===== src/lpl_pkg.sv =====
// Purpose: shared constants for the laser power loop trip threshold block
// Assumes: 8-bit register port, byte-wide registers
// Notes: nonvolatile bytes modelled as flops reset to their factory value
package lpl_pkg;
  // register offsets
  localparam logic [7:0] ADDR_TRIP_COMPARATOR_RANGE = 8'hB9;
  localparam logic [7:0] ADDR_RESERVED_BYTE = 8'hBA;
  localparam logic [7:0] ADDR_STARTUP_BIAS_STEP = 8'hBB;
  localparam logic [7:0] ADDR_HIGH_POWER_TRIP_MARGIN = 8'hBC;
  localparam logic [7:0] ADDR_LOW_POWER_TRIP_MARGIN = 8'hBD;
  localparam logic [7:0] ADDR_BIAS_CEILING_LO = 8'hF0;
  localparam logic [7:0] ADDR_BIAS_CEILING_HI = 8'hF1;
  localparam logic [7:0] ADDR_EVENT_STATUS = 8'hF2;
  localparam logic [7:0] ADDR_EVENT_MASK = 8'hF3;
  localparam logic [7:0] ADDR_BIAS_LO = 8'hF4;
  localparam logic [7:0] ADDR_LOOP_STATE = 8'hF5;
  // reset and factory values
  localparam logic [7:0] NV_FACTORY_DEFAULT = 8'h00;
  localparam logic [7:0] MASK_RESET = 8'h00;
  localparam logic [7:0] READ_UNMAPPED = 8'h00;
  // comparator ranging fields
  localparam int BIAS_RANGE_LSB = 4;
  localparam int POWER_LOOP_RANGE_LSB = 0;
  localparam int RANGE_W = 3;
  localparam logic [7:0] RANGE_WRITE_MASK = 8'h77;
  // event status bits
  localparam int EV_TX_HIGH = 0;
  localparam int EV_TX_LOW = 1;
  localparam int EV_BIAS_MAX = 2;
  localparam int EV_STARTUP_DONE = 3;
  localparam int EV_W = 4;
  // bias and threshold arithmetic
  localparam int BIAS_W = 9;
  localparam logic [7:0] TRIP_CODE_MAX = 8'hFF;
  localparam logic [7:0] TRIP_CODE_MIN = 8'h00;
  localparam logic [8:0] BIAS_RESET = 9'h000;
  localparam logic [8:0] SEARCH_DELTA_MIN = 9'h001;
  // settling time between bias steps
  localparam int SETTLE_NS = 1000;
  localparam int CLK_NS = 20;
  localparam int SETTLE_CYCLES = (SETTLE_NS + CLK_NS - 1) / CLK_NS;
endpackage : lpl_pkg


===== src/lpl_trip_thresholds.sv =====
// Purpose: startup bias search, trip comparator ranging and transmit power trip thresholds
// Assumes: power feedback arrives as an 8-bit code on the power loop full scale
// Notes: trip voltage = full scale / 255 * code, so code compare equals voltage compare
`timescale 1ns/1ps
module lpl_trip_thresholds #(
  parameter int SETTLE = lpl_pkg::SETTLE_CYCLES
) (
  // clock, reset, enable
  input wire logic i_clk,
  input wire logic i_rst_n,
  input wire logic i_ce,
  // register port
  input wire logic [7:0] i_addr,
  input wire logic [7:0] i_wr_data,
  input wire logic i_wr,
  input wire logic i_rd,
  output logic [7:0] o_rd_data,
  // password state from the access block
  input wire logic i_upper_password,
  input wire logic i_lower_password,
  input wire logic i_table_rw_enable,
  input wire logic i_table_read_enable,
  // loop inputs
  input wire logic [7:0] i_power_loop_dac_value,
  input wire logic [7:0] i_power_feedback_input,
  input wire logic i_tx_disable,
  input wire logic i_bias_over_ceiling,
  // loop outputs
  output logic [8:0] o_bias_setting,
  output logic o_startup_busy,
  output logic [2:0] o_bias_range,
  output logic [2:0] o_power_loop_range,
  output logic [7:0] o_high_trip_code,
  output logic [7:0] o_low_trip_code,
  // alarms and interrupt
  output logic o_transmit_power_high_alarm,
  output logic o_transmit_power_low_alarm,
  output logic o_bias_max_alarm,
  output logic o_irq
);

  typedef enum logic [3:0] {
    ST_IDLE = 4'h1,
    ST_STEP = 4'h2,
    ST_SEARCH = 4'h4,
    ST_RUN = 4'h8
  } lpl_state_e;

  lpl_state_e state_reg;
  logic [7:0] range_reg;
  logic [7:0] step_reg;
  logic [7:0] high_margin_reg;
  logic [7:0] low_margin_reg;
  logic [8:0] ceiling_reg;
  logic [3:0] status_reg;
  logic [3:0] mask_reg;
  logic [8:0] bias_reg;
  logic [8:0] delta_reg;
  logic [15:0] settle_reg;
  logic [7:0] fb_meta_reg, fb_sync_reg;
  logic [2:0] txd_sync_reg;
  logic [1:0] ovr_sync_reg;

  // synchronisers for pins
  always_ff @(posedge i_clk) begin
    if (!i_rst_n) begin
      fb_meta_reg <= 8'h00;
      fb_sync_reg <= 8'h00;
      txd_sync_reg <= 3'h0;
      ovr_sync_reg <= 2'h0;
    end else if (i_ce) begin
      fb_meta_reg <= i_power_feedback_input;
      fb_sync_reg <= fb_meta_reg;
      txd_sync_reg <= {txd_sync_reg[1:0], i_tx_disable};
      ovr_sync_reg <= {ovr_sync_reg[0], i_bias_over_ceiling};
    end
  end

  // access qualification
  logic upper_ok, cfg_wr_ok, cfg_rd_ok;
  assign upper_ok = i_upper_password;
  assign cfg_wr_ok = i_upper_password | (i_lower_password & i_table_rw_enable);
  assign cfg_rd_ok = cfg_wr_ok | (i_lower_password & i_table_read_enable);

  logic wr_ce, rd_ce;
  assign wr_ce = i_ce & i_wr;
  assign rd_ce = i_ce & i_rd;

  // nonvolatile configuration bytes
  always_ff @(posedge i_clk) begin
    if (!i_rst_n) begin
      range_reg <= lpl_pkg::NV_FACTORY_DEFAULT;
      step_reg <= lpl_pkg::NV_FACTORY_DEFAULT;
      high_margin_reg <= lpl_pkg::NV_FACTORY_DEFAULT;
      low_margin_reg <= lpl_pkg::NV_FACTORY_DEFAULT;
      ceiling_reg <= {1'b0, lpl_pkg::NV_FACTORY_DEFAULT};
      mask_reg <= lpl_pkg::MASK_RESET[3:0];
    end else if (wr_ce) begin
      if (i_addr == lpl_pkg::ADDR_TRIP_COMPARATOR_RANGE && upper_ok) begin
        range_reg <= i_wr_data & lpl_pkg::RANGE_WRITE_MASK;
      end
      if (cfg_wr_ok) begin
        if (i_addr == lpl_pkg::ADDR_STARTUP_BIAS_STEP) begin
          step_reg <= i_wr_data;
        end
        if (i_addr == lpl_pkg::ADDR_HIGH_POWER_TRIP_MARGIN) begin
          high_margin_reg <= i_wr_data;
        end
        if (i_addr == lpl_pkg::ADDR_LOW_POWER_TRIP_MARGIN) begin
          low_margin_reg <= i_wr_data;
        end
        if (i_addr == lpl_pkg::ADDR_BIAS_CEILING_LO) begin
          ceiling_reg[7:0] <= i_wr_data;
        end
        if (i_addr == lpl_pkg::ADDR_BIAS_CEILING_HI) begin
          ceiling_reg[8] <= i_wr_data[0];
        end
      end
      if (i_addr == lpl_pkg::ADDR_EVENT_MASK) begin
        mask_reg <= i_wr_data[3:0];
      end
    end
  end

  // range outputs
  always_ff @(posedge i_clk) begin
    if (!i_rst_n) begin
      o_bias_range <= 3'h0;
      o_power_loop_range <= 3'h0;
    end else if (i_ce) begin
      o_bias_range <= range_reg[lpl_pkg::BIAS_RANGE_LSB +: lpl_pkg::RANGE_W];
      o_power_loop_range <= range_reg[lpl_pkg::POWER_LOOP_RANGE_LSB +: lpl_pkg::RANGE_W];
    end
  end

  // trip codes with saturation
  logic [8:0] high_sum;
  logic [8:0] low_diff;
  logic [7:0] high_code, low_code;
  assign high_sum = {1'b0, i_power_loop_dac_value} + {1'b0, high_margin_reg};
  assign low_diff = {1'b0, i_power_loop_dac_value} - {1'b0, low_margin_reg};
  assign high_code = high_sum[8] ? lpl_pkg::TRIP_CODE_MAX : high_sum[7:0];
  assign low_code = low_diff[8] ? lpl_pkg::TRIP_CODE_MIN : low_diff[7:0];

  logic tx_high, tx_low, bias_max;
  assign tx_high = fb_sync_reg > high_code;
  assign tx_low = fb_sync_reg < low_code;
  assign bias_max = (state_reg == ST_RUN) & ovr_sync_reg[1];

  always_ff @(posedge i_clk) begin
    if (!i_rst_n) begin
      o_high_trip_code <= lpl_pkg::TRIP_CODE_MIN;
      o_low_trip_code <= lpl_pkg::TRIP_CODE_MIN;
      o_transmit_power_high_alarm <= 1'b0;
      o_transmit_power_low_alarm <= 1'b0;
      o_bias_max_alarm <= 1'b0;
    end else if (i_ce) begin
      o_high_trip_code <= high_code;
      o_low_trip_code <= low_code;
      o_transmit_power_high_alarm <= tx_high;
      o_transmit_power_low_alarm <= tx_low;
      o_bias_max_alarm <= bias_max;
    end
  end

  // startup search
  logic txd_pulse_end, settled;
  logic [9:0] step_sum;
  logic [8:0] step_inc;
  logic [9:0] search_up;
  logic [8:0] search_dn;
  assign txd_pulse_end = txd_sync_reg[2] & ~txd_sync_reg[1];
  assign settled = settle_reg == 16'h0000;
  assign step_inc = {step_reg, 1'b1};
  assign step_sum = {1'b0, bias_reg} + {1'b0, step_inc};
  assign search_up = {1'b0, bias_reg} + {1'b0, delta_reg};
  assign search_dn = (bias_reg > delta_reg) ? (bias_reg - delta_reg) : lpl_pkg::BIAS_RESET;

  logic above_ref;
  assign above_ref = fb_sync_reg > i_power_loop_dac_value;

  always_ff @(posedge i_clk) begin
    if (!i_rst_n) begin
      state_reg <= ST_IDLE;
      bias_reg <= lpl_pkg::BIAS_RESET;
      delta_reg <= lpl_pkg::SEARCH_DELTA_MIN;
      settle_reg <= 16'h0000;
    end else if (i_ce) begin
      if (!settled) begin
        settle_reg <= settle_reg - 16'h0001;
      end
      if (txd_pulse_end) begin
        state_reg <= ST_IDLE;
      end else begin
        unique case (state_reg)
          ST_IDLE: begin
            bias_reg <= lpl_pkg::BIAS_RESET;
            settle_reg <= 16'(SETTLE);
            state_reg <= ST_STEP;
          end
          ST_STEP: begin
            if (settled) begin
              if (above_ref || step_sum > {1'b0, ceiling_reg}) begin
                delta_reg <= (step_inc[8:1] == 8'h00) ? lpl_pkg::SEARCH_DELTA_MIN
                           : {1'b0, step_inc[8:1]};
                state_reg <= ST_SEARCH;
              end else begin
                bias_reg <= step_sum[8:0];
                settle_reg <= 16'(SETTLE);
              end
            end
          end
          ST_SEARCH: begin
            if (settled) begin
              if (above_ref) begin
                bias_reg <= search_dn;
              end else if (search_up[9] || search_up[8:0] > ceiling_reg) begin
                bias_reg <= ceiling_reg;
              end else begin
                bias_reg <= search_up[8:0];
              end
              settle_reg <= 16'(SETTLE);
              if (delta_reg <= lpl_pkg::SEARCH_DELTA_MIN) begin
                state_reg <= ST_RUN;
              end else begin
                delta_reg <= delta_reg >> 1;
              end
            end
          end
          ST_RUN: begin
            state_reg <= ST_RUN;
          end
        endcase
      end
    end
  end

  always_ff @(posedge i_clk) begin
    if (!i_rst_n) begin
      o_bias_setting <= lpl_pkg::BIAS_RESET;
      o_startup_busy <= 1'b0;
    end else if (i_ce) begin
      o_bias_setting <= bias_reg;
      o_startup_busy <= state_reg != ST_RUN;
    end
  end

  // sticky events, cleared by a status read, set wins
  logic [3:0] events;
  logic search_done;
  assign search_done = (state_reg == ST_SEARCH) & settled & (delta_reg <= lpl_pkg::SEARCH_DELTA_MIN);
  always_comb begin
    events = 4'h0;
    events[lpl_pkg::EV_TX_HIGH] = tx_high;
    events[lpl_pkg::EV_TX_LOW] = tx_low;
    events[lpl_pkg::EV_BIAS_MAX] = bias_max;
    events[lpl_pkg::EV_STARTUP_DONE] = search_done;
  end

  always_ff @(posedge i_clk) begin
    if (!i_rst_n) begin
      status_reg <= 4'h0;
      o_irq <= 1'b0;
    end else if (i_ce) begin
      if (i_rd && i_addr == lpl_pkg::ADDR_EVENT_STATUS) begin
        status_reg <= events;
      end else begin
        status_reg <= status_reg | events;
      end
      o_irq <= |(status_reg & mask_reg);
    end
  end

  // read port
  always_ff @(posedge i_clk) begin
    if (!i_rst_n) begin
      o_rd_data <= lpl_pkg::READ_UNMAPPED;
    end else if (rd_ce) begin
      o_rd_data <= lpl_pkg::READ_UNMAPPED;
      unique case (i_addr)
        lpl_pkg::ADDR_TRIP_COMPARATOR_RANGE: begin
          if (upper_ok) begin
            o_rd_data <= range_reg;
          end
        end
        lpl_pkg::ADDR_RESERVED_BYTE: begin
          o_rd_data <= lpl_pkg::NV_FACTORY_DEFAULT;
        end
        lpl_pkg::ADDR_STARTUP_BIAS_STEP: begin
          if (cfg_rd_ok) begin
            o_rd_data <= step_reg;
          end
        end
        lpl_pkg::ADDR_HIGH_POWER_TRIP_MARGIN: begin
          if (cfg_rd_ok) begin
            o_rd_data <= high_margin_reg;
          end
        end
        lpl_pkg::ADDR_LOW_POWER_TRIP_MARGIN: begin
          if (cfg_rd_ok) begin
            o_rd_data <= low_margin_reg;
          end
        end
        lpl_pkg::ADDR_BIAS_CEILING_LO: begin
          if (cfg_rd_ok) begin
            o_rd_data <= ceiling_reg[7:0];
          end
        end
        lpl_pkg::ADDR_BIAS_CEILING_HI: begin
          if (cfg_rd_ok) begin
            o_rd_data <= {7'h00, ceiling_reg[8]};
          end
        end
        lpl_pkg::ADDR_EVENT_STATUS: begin
          o_rd_data <= {4'h0, status_reg};
        end
        lpl_pkg::ADDR_EVENT_MASK: begin
          o_rd_data <= {4'h0, mask_reg};
        end
        lpl_pkg::ADDR_BIAS_LO: begin
          o_rd_data <= bias_reg[7:0];
        end
        lpl_pkg::ADDR_LOOP_STATE: begin
          o_rd_data <= {3'h0, state_reg, bias_reg[8]};
        end
        default: begin
          o_rd_data <= lpl_pkg::READ_UNMAPPED;
        end
      endcase
    end
  end

endmodule : lpl_trip_thresholds


===== config.mk =====
export PLATFORM = sky130hd
export DESIGN_NAME = lpl_trip_thresholds
export DESIGN_NICKNAME = d
export VERILOG_FILES = /design/src/lpl_pkg.sv /design/src/lpl_trip_thresholds.sv
export SDC_FILE = /design/constraint.sdc
export NUM_CORES = 1
export LEC_CHECK = 0
export ABC_CLOCK_PERIOD_IN_PS = 9500
export BUFFER_PORTS_ARGS = -buffer_cell sky130_fd_sc_hd__buf_4
export CAP_MARGIN = 20
export CORE_UTILIZATION = 25
export CTS_BUF_LIST = sky130_fd_sc_hd__clkbuf_8
export DETAILED_ROUTE_END_ITERATION = 6
export GPL_ROUTABILITY_DRIVEN = 0
export SLEW_MARGIN = 20
export SYNTH_ARGS = -nofsm -noshare
export SYNTH_HDL_FRONTEND = slang
export SYNTH_SLANG_ARGS = --single-unit

===== constraint.sdc =====
create_clock -name i_clk -period 9.5 [get_ports i_clk]
set_clock_uncertainty 0.15 [all_clocks]
set_input_delay 0.475 -clock i_clk [delete_from_list [all_inputs] [get_ports i_clk]]
set_output_delay 0.475 -clock i_clk [all_outputs]
set_load 0.01 [all_outputs]

* Yosys cells after proc, flatten, opt, wreduce, memory -nomap -nowiden
Index checks and enable logic that the tools add are counted.
Operators by class: reductions and logical operators 19, bitwise operators 14, equality and inequality tests 24, order comparisons 7, muxes and demuxes 35, $add $sub $neg 6
Operator list (count):
- two-way mux 9 bit | 10
- == test 8 bit (second input constant) | 10
- two-way mux 16 bit | 5
- one-hot mux 8 bit (10 select lines) | 1
- two-way mux 8 bit | 7
- one-hot mux 16 bit (3 select lines) | 1
- one-hot mux 9 bit (3 select lines) | 1
- two-way mux 4 bit | 6
- adder 9 x 9 -> 10 bit | 2
- > comparator 9 bit | 2
- one-hot mux 9 bit (2 select lines) | 1
- > comparator 8 bit | 2
- zero test 16 bit | 1
- one-hot mux 4 bit (4 select lines) | 1
- subtractor 16 x 1 -> 16 bit (second input constant) | 1
- AND reduction 3 bit | 5
- != test 3 bit (second input constant) | 4
- > comparator 10 x 9 -> 1 bit | 1
- != test 2 bit (second input constant) | 5
- adder 8 x 8 -> 9 bit | 1
- less-or-equal comparator 9 x 1 -> 1 bit (second input constant) | 1
- subtractor 8 x 8 -> 9 bit | 1
- subtractor 9 bit | 1
- bitwise AND 1 bit | 8
- other kinds (22) | 27
Word-level totals: logic and storage cells 132, flip-flop bits (word level) 150

* Longest topological paths before layout
word-level depth 7, mapped depth 18, gate-level depth less buffers 17

* Worst setup path after synthesis
No wires, ideal clock.
kind input port to flip-flop, start point input port i_power_loop_dac_value[0], end point register status_reg[1], arrival 3.546 ns, library setup time 0.060 ns, stages on the path 16, path buffers 1, setup slack 5.744 ns, cells stage by stage inv_1 -> ha_1 -> inv_1 -> fa_1 -> a21o_1 -> a21oi_1 -> o21bai_1 -> a31o_2 -> a21o_1 -> clkbuf_1 -> nand2_1 -> ha_1 -> a21o_1 -> a2111oi_0 -> nor4b_1 -> a311o_1
Between the ends: cells in the longest elaborated chain, start to end 5
RTL lines:
- start, declared | line lpl_trip_thresholds.sv:24 | input wire logic [7:0] i_power_loop_dac_value,
- subtractor 8 x 8 -> 9 bit * | line lpl_trip_thresholds.sv:141 | assign low_diff = {1'b0, i_power_loop_dac_value} - {1'b0, low_margin_reg};
- two-way mux 8 bit * | line lpl_trip_thresholds.sv:143 | assign low_code = low_diff[8] ? lpl_pkg::TRIP_CODE_MIN : low_diff[7:0];
- less-than comparator 8 bit * | line lpl_trip_thresholds.sv:147 | assign tx_low = fb_sync_reg < low_code;
- bitwise OR 4 bit | line lpl_trip_thresholds.sv:268 | status_reg <= status_reg | events;
- two-way mux 4 bit * | line lpl_trip_thresholds.sv:265 | if (i_rd && i_addr == lpl_pkg::ADDR_EVENT_STATUS) begin
- end signal, assigned | line lpl_trip_thresholds.sv:266 | status_reg <= events;
- end signal, assigned | line lpl_trip_thresholds.sv:268
- end, declared | line lpl_trip_thresholds.sv:55 | logic [3:0] status_reg;
Mark *: on every way between the ends. The rest lies on a longest branch, timed or not. A chain may end at the register's enable or synchronous reset.

* Worst setup path in the final report
start point register bias_reg[1], end point register bias_reg[3]
Between the ends: cells in the longest elaborated chain, start to end 7
RTL lines:
- start, declared | line lpl_trip_thresholds.sv:57 | logic [8:0] bias_reg;
- start signal, assigned | line lpl_trip_thresholds.sv:185 | bias_reg <= lpl_pkg::BIAS_RESET;
- start signal, assigned | line lpl_trip_thresholds.sv:197 | bias_reg <= lpl_pkg::BIAS_RESET;
- start signal, assigned | line lpl_trip_thresholds.sv:208 | bias_reg <= step_sum[8:0];
- adder 9 x 9 -> 10 bit | line lpl_trip_thresholds.sv:176 | assign search_up = {1'b0, bias_reg} + {1'b0, delta_reg};
- > comparator 9 bit | line lpl_trip_thresholds.sv:217 | end else if (search_up[9] || search_up[8:0] > ceiling_reg) begin
- logical OR 1 bit | line lpl_trip_thresholds.sv:217
- two-way mux 9 bit | line lpl_trip_thresholds.sv:217
- two-way mux 9 bit | line lpl_trip_thresholds.sv:215 | if (above_ref) begin
- two-way mux 9 bit | line lpl_trip_thresholds.sv:214 | if (settled) begin
- one-hot mux 9 bit (3 select lines) | line lpl_trip_thresholds.sv:195 | unique case (state_reg)
Several ways; a longest one is shown, not always the timed one. The select of a mux whose other input is x is not followed.

==> qor.yml <==
status: "completed"
finalNonFillerCells: 1699
yosys_warnings: 0
rr_endpoint: "bias_reg[3]"
synthCells: 1131
hold_class: "input pin to flop"
holdWs_ns: 0.1011
cp.arrival_ns: 4.51
dieArea_um2: 38730
drt-vias-per-instance: 5.110
clock_latency_ns: 0.46
htree_num_levels: 4
wl_per_cell_um: 17.51
ys_types: 76
post_cts_buffers: 0
p_comb_share_pct: 36.2
seqPwrFrac_pct: 36.6
fp.coreArea_um2: 36960
diodes: 0
grt_pass1_vias: 8338
worstHoldEndpoint: "fb_meta_reg[4]"
drive_above_1_share_pct: 12.05
post_cts_resized: 0
max-clock-path-buffers: 2
setup_viol: 0
placementRows: 70
dr.pass1.iters: 7
drc: 0
tns_ns: 0
nets: 1314
relSlewSlack_pct: 25.69
power.internal_uw: 1261
root_buffer: "clkbuf_8"
p_sw_uw: 773.6
placed_area_um2: 10550
largest_register_ffs: 16
die_y_um: 196.8
start_util_pct: 25.67
stdcell_area_um2: 10980
wl_met1_um: 13420
place_hpwl_um: 22670
p_per_area_nw_per_um2: 185.2
syn_to_final_growth_pct: 15.77
slowest_stage: "dfxtp_1"
placed_cells: 1667
synthArstFlopShare_pct: 0
met2_length_um: 13670
slowest_delay_ns: 0.55
grt_max_degree: 70
nFillCells: 3987
drtIter0Drc: 648
io_buffers: 86
crit_chain: "inv_1 -> fa_1 -> nor2b_1 -> o31a_1 -> o311ai_0 -> a21boi_0 -> nor2b_1 -> ha_1 -> a211oi_1 -> o2111a_1 -> o31a_1 -> a21o_1 -> and2_2 -> a311oi_1"
numCtsBuffers: 17
rsz0062_at_grt: "false"
hold_start: "i_power_feedback_input[4]"
leakagePower_uw: 0.004594
tightest_slew_ns: 1.108
antenna_found_initial: 0
cts_tree: "yes"
wl_um: 29740
min_delay_path_depth: 3
min_period_ns: 4.367
ctsHoldBuffers: 0
topRoutingLayerUsed: "met4"
r2r_start: "bias_reg[1]"
power_uw: 2035
layout_common_cells: "149 x dfxtp_1, 125 x nor2_1, 91 x buf_4"
reg2regPathDepth: 14
synth_flop_cell: "dfxtp_1"
cap_violations: 0
ios: 87
cp_top_family: "compound AO/OA/AOI/OAI gates"
period_share_pct: 45.97
synth_edf_count: 0
cp_max_fo: 20
cts_sinks: 149
syn_avg_cell_area_um2: 8.388
fmax_ghz: 0.2290
ir_worst_vdd_mv: 0.08604
seq_area_frac_synth_pct: 31.44
wl_met3_um: 1884
synth_area_um2: 9487
grt_pass1_wl_um: 46890
syn_nets: 1263
critical_path_buf_inv_count: 1
startpoint_type: "flop"
die_w_um: 196.8
ys_seq_elements: 149
r2r_slack_ns: 5.13
worstSetupPathType: "flop to flop"
hold_violations: 0
antenna_left: 0
clkTransAtPathRegs_ns: 0.09
switching_share_pct: 38.02
drv_slew: 0
worstPathRequired_ns: 9.64
dr_total_vias: 8682
clkPwrFrac_pct: 27.2
grt_usage_pct: 15.51
cp-end-kind: "flop"
grt_overflow: 0
final_common_cell: "dfxtp_1"
## cell families after synthesis
group / Yosys count / synth area share, %
AO/OA/AOI/OAI: 276 / 19.82
AND/OR/NAND/NOR: 379 / 19.32
XOR/XNOR: 38 / 3.508
flip-flops: 149 / 31.44
multiplexers: 81 / 8.599
buffers and inverters: 119 / 5.170
adder cells (fa/ha/maj): 89 / 12.13
## worst reg2reg max path: stages, from the launching register on
cell and delay (ns):
dfxtp_1 0.55, inv_1 0.16, fa_1 0.44, nor2b_1 0.16
o31a_1 0.18, o311ai_0 0.18, a21boi_0 0.30, nor2b_1 0.09
ha_1 0.20, a211oi_1 0.26, o2111a_1 0.24, o31a_1 0.30
a21o_1 0.32, and2_2 0.49, a311oi_1 0.17
## area by class of cell
class                   count  area [um2]  area share, %
flip-flops and latches    149        2983          27.16
clock inverters            14       187.7          1.709
multi-input cells         863        6020          54.81
inverters                  60       231.5          2.108
well taps                 504       630.6          5.742
repair buffers             91       683.2          6.220
clock buffers              18       247.7          2.256
## worst max-delay path by stage
stage | start | end | slack, ns | depth (start not counted)
floorplan | i_power_loop_dac_value[0] | status_reg[1] | 5.74 | 16
global placement | i_power_loop_dac_value[0] | status_reg[1] | 5.32 | 17
detailed placement | i_power_loop_dac_value[0] | status_reg[1] | 5.16 | 17
CTS | bias_reg[1] | bias_reg[3] | 5.23 | 14
global route | bias_reg[1] | bias_reg[4] | 4.79 | 14
finish | bias_reg[1] | bias_reg[3] | 5.13 | 14
## power groups by stage
| stage | logic (uW) | clock network, uW | registers [uW] |
|---|---|---|---|
| after floorplan | 574 | 0 | 733 |
| after global placement | 714 | 0 | 756 |
| after detailed placement | 722 | 0 | 759 |
| after CTS | 727 | 566 | 744 |
| after global routing | 813 | 593 | 753 |
| final | 736 | 554 | 745 |
## per-layer routing
layer	GRT usage, %	up-vias
li1	-	4208
met1	20.75	4134
met2	25.27	298
met3	2.430	42
met4	5.225	0
met5	0	-
## metrics by stage
step | setup slack, ns | utilization (%)
after floorplan | 5.744 | -
after global placement | 5.320 | 28.54
after detailed placement | 5.159 | 28.54
after CTS | 5.233 | 29.72
after global routing | 4.793 | 29.72
final | 5.133 | 29.72
## cells in the mapped netlist, types with 10 or more instances
master	count	area share (%)
a211oi_1	17	1.3
a21o_1	17	1.3
a21oi_1	72	3.8
clkbuf_1	39	1.5
dfxtp_1	149	31
ha_1	84	11
inv_1	59	2.3
mux2i_1	80	8.4
nand2_1	90	3.6
nand3_1	29	1.5
nand4_1	10	0.66
nor2_1	125	4.9
nor2b_1	16	1.1
nor3_1	40	2.1
o21a_1	15	1.2
o21ai_0	54	2.8
or3_1	11	0.73
xnor2_1	28	2.6
xor2_1	10	0.92
Note: power is estimated with default switching activity, not from simulation.
